--- src/verilog/adcf_defs.svh ---
// Constants of the converter status-flag block: offsets, fields, resets.
// Assumes a 32-bit APB slave that decodes eight address bits.
`ifndef ADCF_DEFS_SVH
`define ADCF_DEFS_SVH

// Structure limits
`define ADCF_MAX_CH      8
`define ADCF_MAX_RW      12
`define ADCF_CH_IW       3
`define ADCF_IRQ_W       4
`define ADCF_AW          8

// Register byte offsets
`define ADCF_OFF_CTRL    8'h00
`define ADCF_OFF_MODE    8'h04
`define ADCF_OFF_CHEN    8'h10
`define ADCF_OFF_CHDIS   8'h14
`define ADCF_OFF_CHSR    8'h18
`define ADCF_OFF_STATUS  8'h1C
`define ADCF_OFF_LAST    8'h20
`define ADCF_OFF_ISR     8'h28
`define ADCF_OFF_ICR     8'h2C
`define ADCF_OFF_IER     8'h30
`define ADCF_RES_HI      3'h2

// Field positions
`define ADCF_CTRL_START  0
`define ADCF_MODE_SLEEP  0
`define ADCF_ST_DONE_LSB 0
`define ADCF_ST_OVR_LSB  8
`define ADCF_ST_DVAL     16
`define ADCF_ST_GOVR     17
`define ADCF_LAST_CH_LSB 16
`define ADCF_IRQ_DVAL    0
`define ADCF_IRQ_OVR     1
`define ADCF_IRQ_GOVR    2
`define ADCF_IRQ_SLEEP   3

// Reset values
`define ADCF_CHEN_RST    8'h00
`define ADCF_IER_RST     4'h0

`endif

--- src/verilog/adcf_pkg.sv ---
// Types shared by the converter status-flag block.
// Assumes the constants header is on the include path.
`include "adcf_defs.svh"

package adcf_pkg;

    typedef enum logic [1:0] {SLP_AWAKE, SLP_ARMED, SLP_ASLEEP} adcf_sleep_t;

    typedef struct packed {
        logic [`ADCF_MAX_CH-1:0] done;
        logic [`ADCF_MAX_CH-1:0] ovr;
        logic [`ADCF_MAX_CH-1:0] chen;
        logic                    dval;
        logic                    govr;
        logic                    mode_sleep;
        logic                    start;
        logic                    core_sleep;
        adcf_sleep_t             slp;
        logic [`ADCF_MAX_RW-1:0] last_data;
        logic [`ADCF_CH_IW-1:0]  last_chan;
        logic                    pready;
        logic                    pslverr;
        logic [31:0]             prdata;
    } adcf_state_t;

    typedef struct packed {
        logic [`ADCF_IRQ_W-1:0] stat;
        logic [`ADCF_IRQ_W-1:0] en;
        logic                   irq;
    } adcf_irq_state_t;

endpackage

--- src/verilog/adcf_res_mem.sv ---
// Per-channel result store with a registered read port.
// Assumes one write and one read per cycle on the peripheral clock.
`timescale 1ns/1ns

module adcf_res_mem #(
    parameter int RW = 10,
    parameter int AW = 3
) (
    // Clock, reset, enable
    input  wire logic          pclk,
    input  wire logic          presetn,
    input  wire logic          pce,
    // Write port
    input  wire logic          we,
    input  wire logic [AW-1:0] waddr,
    input  wire logic [RW-1:0] wdata,
    // Read port
    input  wire logic [AW-1:0] raddr,
    output logic      [RW-1:0] rdata
);
    logic [RW-1:0] mem [0:(1<<AW)-1];
    logic [RW-1:0] rdata_q;

    if (RW < 1 || AW < 1 || AW > 8) begin : g_bad
        $error("adcf_res_mem: unsupported RW or AW");
    end

    // Array itself needs no reset: flags say which words are valid
    always_ff @(posedge pclk) begin
        if (pce && we) begin
            mem[waddr] <= wdata;
        end
    end

    // Write-first bypass so a read never returns a word being replaced
    always_ff @(posedge pclk or negedge presetn) begin
        if (!presetn) begin
            rdata_q <= '0;
        end else if (pce) begin
            rdata_q <= (we && waddr == raddr) ? wdata : mem[raddr];
        end
    end

    assign rdata = rdata_q;
endmodule

--- src/verilog/adcf_irq.sv ---
// Sticky interrupt status, enable mask and one level interrupt output.
// Assumes event pulses and register strobes on the same clock.
`timescale 1ns/1ns

module adcf_irq
    import adcf_pkg::*;
(
    // Clock, reset, enable
    input  wire logic                   pclk,
    input  wire logic                   presetn,
    input  wire logic                   pce,
    // Events and software access
    input  wire logic [`ADCF_IRQ_W-1:0] ev,
    input  wire logic                   clr_we,
    input  wire logic                   en_we,
    input  wire logic [`ADCF_IRQ_W-1:0] wval,
    // Results
    output logic      [`ADCF_IRQ_W-1:0] stat,
    output logic      [`ADCF_IRQ_W-1:0] en,
    output logic                        irq
);
    adcf_irq_state_t st_q;
    adcf_irq_state_t st_d;

    // Clear first, then set, so a coinciding event survives
    always_comb begin
        st_d = st_q;
        if (clr_we) begin
            st_d.stat = st_q.stat & ~wval;
        end
        st_d.stat = st_d.stat | ev;
        if (en_we) begin
            st_d.en = wval;
        end
        st_d.irq = |(st_d.stat & st_d.en);
    end

    always_ff @(posedge pclk or negedge presetn) begin
        if (!presetn) begin
            st_q <= '{stat: '0, en: `ADCF_IER_RST, irq: 1'b0};
        end else if (pce) begin
            st_q <= st_d;
        end
    end

    assign stat = st_q.stat;
    assign en   = st_q.en;
    assign irq  = st_q.irq;
endmodule

--- src/verilog/adcf_flags.sv ---
// Converter status flags: done, overrun, data-ready, global overrun,
// channel enables, deferred sleep, APB register slave.
// Assumes conversion-end pulses arrive on pclk from the analog core.
//
// Contract
// - Data-ready clears only on a last-result read, never on channel reads.
// - Data-ready rises only when new data is really stored.
// - An enabled channel's end sets data-ready despite other reads or done.
// - End of conversion stores data and sets data-ready despite a same-cycle disable.
// - A status read beside an end still sets or clears global overrun.
// - End with done and data-ready active sets global overrun despite reads.
// - A disable beside such an end still raises both overrun flags.
// - Channel or last-result read clears that channel's done flag.
// - Status read clears channel overrun unless an end hits a channel whose done is set.
// - A channel read clears only its own done flag.
// - Sleep written while idle takes effect after the next conversion.
`timescale 1ns/1ns

module adcf_flags
    import adcf_pkg::*;
#(
    parameter int NCH = `ADCF_MAX_CH,
    parameter int RW  = 10
) (
    // Clock, reset, clock enable
    input  wire logic                  pclk,
    input  wire logic                  presetn,
    input  wire logic                  pce,
    // APB slave
    input  wire logic                  psel,
    input  wire logic                  penable,
    input  wire logic                  pwrite,
    input  wire logic [`ADCF_AW-1:0]   paddr,
    input  wire logic [31:0]           pwdata,
    output logic      [31:0]           prdata,
    output logic                       pready,
    output logic                       pslverr,
    // Analog core
    input  wire logic                  eoc_valid,
    input  wire logic [`ADCF_CH_IW-1:0] eoc_chan,
    input  wire logic [RW-1:0]         eoc_data,
    output logic                       conv_start,
    output logic                       core_sleep,
    output logic      [NCH-1:0]        chan_en,
    // Interrupt
    output logic                       irq
);
    localparam logic [`ADCF_MAX_CH-1:0] CMASK =
        `ADCF_MAX_CH'((1 << NCH) - 1);

    if (NCH < 1 || NCH > `ADCF_MAX_CH || RW < 1 || RW > `ADCF_MAX_RW)
    begin : g_bad
        $error("adcf_flags: unsupported NCH or RW");
    end

    adcf_state_t st_q;
    adcf_state_t st_d;

    // Bus phase decode
    logic                     acc;
    logic                     cap;
    logic                     fin;
    logic                     rd_cap;
    logic                     wr_fin;
    logic [`ADCF_CH_IW-1:0]   cidx;
    logic                     is_res;
    logic [31:0]              rdat;
    logic                     err;

    // Access strobes
    logic                     rd_status;
    logic                     rd_last;
    logic                     rd_res;
    logic                     wr_ctrl;
    logic                     wr_mode;
    logic                     wr_chen;
    logic                     wr_chdis;
    logic                     wr_icr;
    logic                     wr_ier;

    // Flag events
    logic                     eoc_ok;
    logic                     store;
    logic [`ADCF_MAX_CH-1:0]  ch_oh;
    logic [`ADCF_MAX_CH-1:0]  set_done;
    logic [`ADCF_MAX_CH-1:0]  set_ovr;
    logic [`ADCF_MAX_CH-1:0]  clr_done;
    logic [`ADCF_MAX_CH-1:0]  keep_m;
    logic                     govr_set;
    logic                     slp_enter;
    logic [`ADCF_IRQ_W-1:0]   irq_ev;
    logic [`ADCF_IRQ_W-1:0]   irq_stat;
    logic [`ADCF_IRQ_W-1:0]   irq_en;
    logic [RW-1:0]            mem_rdata;

    // Answer one cycle after the first access cycle; read data come
    // from the result store, which needs that cycle anyway
    assign acc    = pce & psel & penable;
    assign cap    = acc & ~st_q.pready;
    assign fin    = acc & st_q.pready;
    assign rd_cap = cap & ~pwrite;
    assign wr_fin = fin & pwrite;
    assign cidx   = paddr[4:2];
    assign is_res = (paddr[7:5] == `ADCF_RES_HI) && (paddr[1:0] == 2'h0)
                    && (int'(cidx) < NCH);

    // Read side effects act at the edge the data are captured
    assign rd_status = rd_cap && paddr == `ADCF_OFF_STATUS;
    assign rd_last   = rd_cap && paddr == `ADCF_OFF_LAST;
    assign rd_res    = rd_cap && is_res;

    // Writes act at the edge the master sees the answer
    assign wr_ctrl  = wr_fin && paddr == `ADCF_OFF_CTRL;
    assign wr_mode  = wr_fin && paddr == `ADCF_OFF_MODE;
    assign wr_chen  = wr_fin && paddr == `ADCF_OFF_CHEN;
    assign wr_chdis = wr_fin && paddr == `ADCF_OFF_CHDIS;
    assign wr_icr   = wr_fin && paddr == `ADCF_OFF_ICR;
    assign wr_ier   = wr_fin && paddr == `ADCF_OFF_IER;

    // Storing is judged on the enable held before this edge, so a
    // disable written in the same cycle cannot drop the data
    assign eoc_ok   = pce & eoc_valid;
    assign store    = eoc_ok & st_q.chen[eoc_chan];
    assign ch_oh    = `ADCF_MAX_CH'(1) << eoc_chan;
    assign set_done = store ? ch_oh : '0;
    assign set_ovr  = set_done & st_q.done;
    assign govr_set = store & st_q.dval;

    // Clear masks name exactly the channel read, nothing else
    always_comb begin
        clr_done = '0;
        if (rd_res) begin
            clr_done = clr_done | (`ADCF_MAX_CH'(1) << cidx);
        end
        if (rd_last) begin
            clr_done = clr_done | (`ADCF_MAX_CH'(1) << st_q.last_chan);
        end
    end
    assign keep_m = st_q.done & ~clr_done;

    // Register read multiplexer; unmapped or unaligned gives an error
    always_comb begin
        rdat = '0;
        err  = 1'b0;
        case (paddr)
            `ADCF_OFF_CTRL, `ADCF_OFF_CHEN, `ADCF_OFF_CHDIS,
            `ADCF_OFF_ICR: begin
                rdat = '0;
            end
            `ADCF_OFF_MODE: begin
                rdat[`ADCF_MODE_SLEEP] = st_q.mode_sleep;
            end
            `ADCF_OFF_CHSR: begin
                rdat[`ADCF_MAX_CH-1:0] = st_q.chen;
            end
            `ADCF_OFF_STATUS: begin
                rdat[`ADCF_ST_DONE_LSB +: `ADCF_MAX_CH] = st_q.done;
                rdat[`ADCF_ST_OVR_LSB +: `ADCF_MAX_CH]  = st_q.ovr;
                rdat[`ADCF_ST_DVAL] = st_q.dval;
                rdat[`ADCF_ST_GOVR] = st_q.govr;
            end
            `ADCF_OFF_LAST: begin
                rdat[`ADCF_MAX_RW-1:0] = st_q.last_data;
                rdat[`ADCF_LAST_CH_LSB +: `ADCF_CH_IW] = st_q.last_chan;
            end
            `ADCF_OFF_ISR: begin
                rdat[`ADCF_IRQ_W-1:0] = irq_stat;
            end
            `ADCF_OFF_IER: begin
                rdat[`ADCF_IRQ_W-1:0] = irq_en;
            end
            default: begin
                if (is_res) begin
                    rdat = 32'(mem_rdata);
                end else begin
                    err = 1'b1;
                end
            end
        endcase
    end

    // Next state of the whole block
    always_comb begin
        st_d         = st_q;
        st_d.start   = 1'b0;
        st_d.pready  = cap;
        st_d.pslverr = cap & err;
        if (rd_cap) begin
            st_d.prdata = rdat;
        end

        // Every flag: clear term first, set term last, set wins
        st_d.done = keep_m | set_done;
        st_d.ovr  = (st_q.ovr & ~{`ADCF_MAX_CH{rd_status}})
                    | set_ovr;
        st_d.dval = (st_q.dval & ~rd_last) | store;
        st_d.govr = (st_q.govr & ~rd_status) | govr_set;
        if (store) begin
            st_d.last_data = `ADCF_MAX_RW'(eoc_data);
            st_d.last_chan = eoc_chan;
        end

        // Software controls
        if (wr_chen) begin
            st_d.chen = st_q.chen | (pwdata[`ADCF_MAX_CH-1:0] & CMASK);
        end
        if (wr_chdis) begin
            st_d.chen = st_q.chen & ~pwdata[`ADCF_MAX_CH-1:0];
        end
        if (wr_mode) begin
            st_d.mode_sleep = pwdata[`ADCF_MODE_SLEEP];
        end
        if (wr_ctrl) begin
            st_d.start = pwdata[`ADCF_CTRL_START];
        end

        // Sleep is armed by the mode bit but only entered at the end
        // of a conversion; a start while asleep wakes for one more
        case (st_q.slp)
            SLP_AWAKE: begin
                if (st_q.mode_sleep) begin
                    st_d.slp = SLP_ARMED;
                end
            end
            SLP_ARMED: begin
                if (!st_q.mode_sleep) begin
                    st_d.slp = SLP_AWAKE;
                end else if (eoc_ok) begin
                    st_d.slp = SLP_ASLEEP;
                end
            end
            SLP_ASLEEP: begin
                if (!st_q.mode_sleep) begin
                    st_d.slp = SLP_AWAKE;
                end else if (st_d.start) begin
                    st_d.slp = SLP_ARMED;
                end
            end
            default: begin
                st_d.slp = SLP_AWAKE;
            end
        endcase
        st_d.core_sleep = (st_d.slp == SLP_ASLEEP);
    end

    assign slp_enter = (st_q.slp != SLP_ASLEEP) && (st_d.slp == SLP_ASLEEP);

    // Interrupt events are the same pulses that set the flags
    always_comb begin
        irq_ev                 = '0;
        irq_ev[`ADCF_IRQ_DVAL]  = store;
        irq_ev[`ADCF_IRQ_OVR]   = |set_ovr;
        irq_ev[`ADCF_IRQ_GOVR]  = govr_set;
        irq_ev[`ADCF_IRQ_SLEEP] = slp_enter;
    end

    // Async reset to constants only; everything frozen while pce low
    always_ff @(posedge pclk or negedge presetn) begin
        if (!presetn) begin
            st_q      <= '0;
            st_q.chen <= `ADCF_CHEN_RST;
            st_q.slp  <= SLP_AWAKE;
        end else if (pce) begin
            st_q <= st_d;
        end
    end

    adcf_res_mem #(
        .RW (RW),
        .AW (`ADCF_CH_IW)
    ) u_mem (
        .pclk    (pclk),
        .presetn (presetn),
        .pce     (pce),
        .we      (store),
        .waddr   (eoc_chan),
        .wdata   (eoc_data),
        .raddr   (cidx),
        .rdata   (mem_rdata)
    );

    adcf_irq u_irq (
        .pclk    (pclk),
        .presetn (presetn),
        .pce     (pce),
        .ev      (irq_ev),
        .clr_we  (wr_icr),
        .en_we   (wr_ier),
        .wval    (pwdata[`ADCF_IRQ_W-1:0]),
        .stat    (irq_stat),
        .en      (irq_en),
        .irq     (irq)
    );

    // Outputs straight from state flops
    assign prdata     = st_q.prdata;
    assign pready     = st_q.pready;
    assign pslverr    = st_q.pslverr;
    assign conv_start = st_q.start;
    assign core_sleep = st_q.core_sleep;
    assign chan_en    = st_q.chen[NCH-1:0];
endmodule

--- config.mk ---
export PLATFORM = sky130hd
export DESIGN_NAME = adcf_flags
export DESIGN_NICKNAME = d
export VERILOG_FILES = /design/src/verilog/adcf_pkg.sv /design/src/verilog/adcf_res_mem.sv /design/src/verilog/adcf_irq.sv /design/src/verilog/adcf_flags.sv
export VERILOG_INCLUDE_DIRS = /design/src /design/src/verilog
export SDC_FILE = /design/constraint.sdc
export NUM_CORES = 1
export LEC_CHECK = 0
export BUFFER_PORTS_ARGS = -buffer_cell sky130_fd_sc_hd__buf_2
export CAP_MARGIN = 20
export CORE_MARGIN = 1
export CORE_UTILIZATION = 61
export DETAILED_ROUTE_END_ITERATION = 10
export GPL_TIMING_DRIVEN = 0
export PLACE_DENSITY = 0.89
export SYNTH_ARGS = -nofsm -noshare
export SYNTH_HDL_FRONTEND = slang
export SYNTH_SLANG_ARGS = --single-unit
--- constraint.sdc ---
create_clock -name pclk -period 6 [get_ports pclk]
set_input_delay 0.3 -clock pclk [delete_from_list [all_inputs] [get_ports pclk]]
set_output_delay 0.3 -clock pclk [all_outputs]
set_load 0.02 [all_outputs]
==> impl_results.md <==
* Global-route wire length before repair at 28.7 mm
* Pins over their slew limit at 0
* Largest fanout on the critical path at 10
* Outcome: finished clean
* Post-Synthesis Cell Area at 0.00746 mm2
* FF+latch count, synth at 164
* Number of setup buffers added after CTS at 0
* Final net count at 739
* HPWL after detailed placement at 13.3 mm
* Setup slack of the most critical reg-to-reg path at 3.62 ns
* Area of all placed cells without fillers at 0.00869 mm2
* Maximum level of the CTS H-tree at 4
* Clock period minus worst slack at 2.56 ns
* Initial antenna violation count at 0
* Crit path setup slack, layout at 3.44 ns
* Power density of the placed cells at 286 mW/mm2
* Drt drc at 0
* Post-place setup slack at 3.10 ns
* Total overflow reported by the global router at 0
* Die width at 113 um
* Setup violations, final at 0
* Antenna cells at 0
* Fraction of final layout cells sized beyond drive strength 1 at 31.1%
* Cell Rows at 40
* Post-Synthesis Cells at 576
* Worst hold path type: primary input to flop
* Die Height at 113 um
* Count of unique library cells instantiated by Yosys at 57
* Post-synthesis sequential area ratio at 60.4%
* Slew at the pin closest to its max-slew limit at 0.877 ns
* Total vias in the final route at 5,261
* Buffer type at the clock tree root: sky130_fd_sc_hd__clkbuf_16
* Unrepaired setup endpoints after global routing: false
* CP startpoint kind: primary input
* Total routed wirelength at 18.6 mm
* Overall fraction of global-route tracks in use at 31.4%
* MaxCap Viol Count at 0
* GP Congestion at 0.960
* Core Util, Final at 72.7%
* Setup skew after layout at 0.00667 ns
* Post-synth top flop: sky130_fd_sc_hd__dfrtp_1
* Via count of the first global-routing pass at 5,202
* Area inside the core boundary at 0.0120 mm2
* Num Clock Sinks at 164
* Clock tree from TritonCTS: yes
* Max_slew headroom at 41.3%
* Routed wirelength normalized by instance count at 22.1 um
* FFs w/ async S/R, synth at 51.2%
* WP data arrival at 2.88 ns
* Achievable Freq at 0.390 GHz
* IO Count at 105
* Maximum resistive drop on vdd at 0.287 mV
* Skew-Pair Late Insertion Delay at 0.43 ns
* Post-CTS clock slew at the launch and capture registers of the worst setup and hold paths at 0.07 ns
* Remaining antenna violation count after routing at 0
* Number of buffers inserted during clock tree synthesis at 17
* Total power of the final layout at 2.49 mW
* Post-DP Area at 0.00811 mm2
* Share of Yosys cell area claimed by the top area cell type at 32.2%
* Largest cells by area after synthesis: sky130_fd_sc_hd__edfxtp_1 32%, sky130_fd_sc_hd__dfrtp_1 28%, sky130_fd_sc_hd__mux4_2 6.3%
* Per-instance average area after synthesis at 13.0 um2
* Synth warnings at 0
* Number of iterations in the first detailed-routing pass at 7
* Layout overhead on the synthesized area at 16.5%
* I/O Buffers at 65
* Largest area contributor in the synthesized netlist: sky130_fd_sc_hd__edfxtp_1
* Avg Vias per Cell at 6.27
* Leakage power at 3.73 nW
* Critical Setup Path Class: primary input to flop
* Pin count of the biggest net entering global routing at 48
* Count of flip-flops with a built-in enable after synthesis at 80
* Detailed router's first-iteration violation count at 553
* Die area at 0.0127 mm2
* Total Negative Setup Slacks at 0 ns
* Nature of the critical path endpoint: flop
* Required @ worst endpoint at 6.32 ns
* Final count of hold timing violations at 0
* Maximum clock path buffer count at 2
* Period Utilization, post-route at 42.7%
* Effective utilization at floorplan at 62.4%
[registers in the layout (all words and copies together), names as in the netlist, named ones only]
signal,cells
u_irq.stat,4
prdata,19
core_sleep,1
st_q,34
conv_start,1
u_mem.rdata,10
u_irq.en,4
pready,1
u_irq.irq,1
pslverr,1
u_mem.mem,80
[what timing repair did]
item,in CTS,in global routing
setup endpoints to repair,0,0
hold buffers,1,0
hold endpoints to repair,37,0
resized for setup,0,0
[synthesized netlist by cell type (all sizes together) (2+ instances only)]
cell / instances
nand2: 71
xor2: 3
nand4b: 3
a22oi: 4
o32ai: 3
a221oi: 5
and3: 10
o21ai: 27
mux4: 21
a222oi: 6
a31oi: 19
nor2: 31
or3: 2
mux2i: 18
inv: 13
a21o: 9
a21oi: 12
a221o: 3
dfrtp: 84
a32oi: 2
a21boi: 2
clkbuf: 11
nor2b: 4
mux2: 27
edfxtp: 80
nand4: 4
nor4: 7
nor3: 4
buf: 55
nand3: 16
[worst max-delay path, stage by stage]
cell	delay [ns]
sky130_fd_sc_hd__buf_2	0.09
sky130_fd_sc_hd__buf_2	0.29
sky130_fd_sc_hd__buf_1	0.63
sky130_fd_sc_hd__nand2_1	0.11
sky130_fd_sc_hd__nor2_1	0.70
sky130_fd_sc_hd__nand2_1	0.45
sky130_fd_sc_hd__a22o_1	0.30
[kinds of logic (layout without fill, tap and decap cells)]
kind of cell | count (synthesis) | after routing | share of synthesized area (%)
buffers and inverters | 79 | 183 | 6.35
AO/OA/AOI/OAI | 101 | 101 | 9.17
AND/OR/NAND/NOR | 162 | 162 | 10.9
XOR/XNOR | 3 | 3 | 0.352
other | 1 | 13 | 0.0503
multiplexers | 66 | 66 | 12.8
flip-flops | 164 | 164 | 60.4
[final timing paths]
check                                 from              to  depth (start not counted)
worst max-delay path              paddr[3]        st_q[65]                          7
worst min-delay path             pwdata[5]            flop                          2
max in group asynchronous          presetn       prdata[1]                          3
worst max register to register        flop  u_mem.rdata[5]                          8
min in group asynchronous          presetn      prdata[10]                          2
worst min register to register  prdata[12]      prdata[12]                          2
[placed cells by master (no fill, tap or decap), types with 13 or more instances in the layout]
cell type	n
sky130_fd_sc_hd__conb_1	13
sky130_fd_sc_hd__edfxtp_1	80
sky130_fd_sc_hd__buf_2	74
sky130_fd_sc_hd__mux4_2	21
sky130_fd_sc_hd__nor2_1	31
sky130_fd_sc_hd__dfrtp_1	84
sky130_fd_sc_hd__mux2i_1	18
sky130_fd_sc_hd__nand3_1	16
sky130_fd_sc_hd__mux2_2	27
sky130_fd_sc_hd__clkbuf_16	17
sky130_fd_sc_hd__inv_1	13
sky130_fd_sc_hd__o21ai_0	17
sky130_fd_sc_hd__buf_4	43
sky130_fd_sc_hd__a31oi_1	19
sky130_fd_sc_hd__nand2_1	71
[area by class of cell]
class	count	area, um2
clock buffer	19	443
buffer	66	425
timing repair buffer	72	414
fill	821	3270
inverter	13	48.8
tap	147	184
clock inverter	13	135
sequential	164	4500
multi-input combinational	345	2540
[stage by stage]
| stage | hold slack, ns | cells |
|---|---|---|
| detailed placement | 0.309 | 806 |
| finish | 0.0702 | 839 |
| CTS | 0.0526 | 839 |
| global placement | 0.451 | 800 |
| global route | 0.0650 | 839 |
| floorplan | 0.00441 | 588 |
[metal layers]
layer | routed length (um) | vias up | GRT usage (%)
li1 | - | 2323 | -
met1 | 7360 | 2614 | 41.4
met2 | 9210 | 274 | 50.6
met3 | 1600 | 50 | 7.61
met4 | 411 | 0 | 12.6
met5 | 0 | - | 0
[report_power, final]
group	internal (mW)	total (mW)	leakage (nW)	switching, mW
sequential	1.21	1.23	1.85	0.0215
clock	0.596	1.05	0.280	0.459
combinational	0.0831	0.204	1.60	0.121
Note: power is estimated with default switching activity, not from simulation.
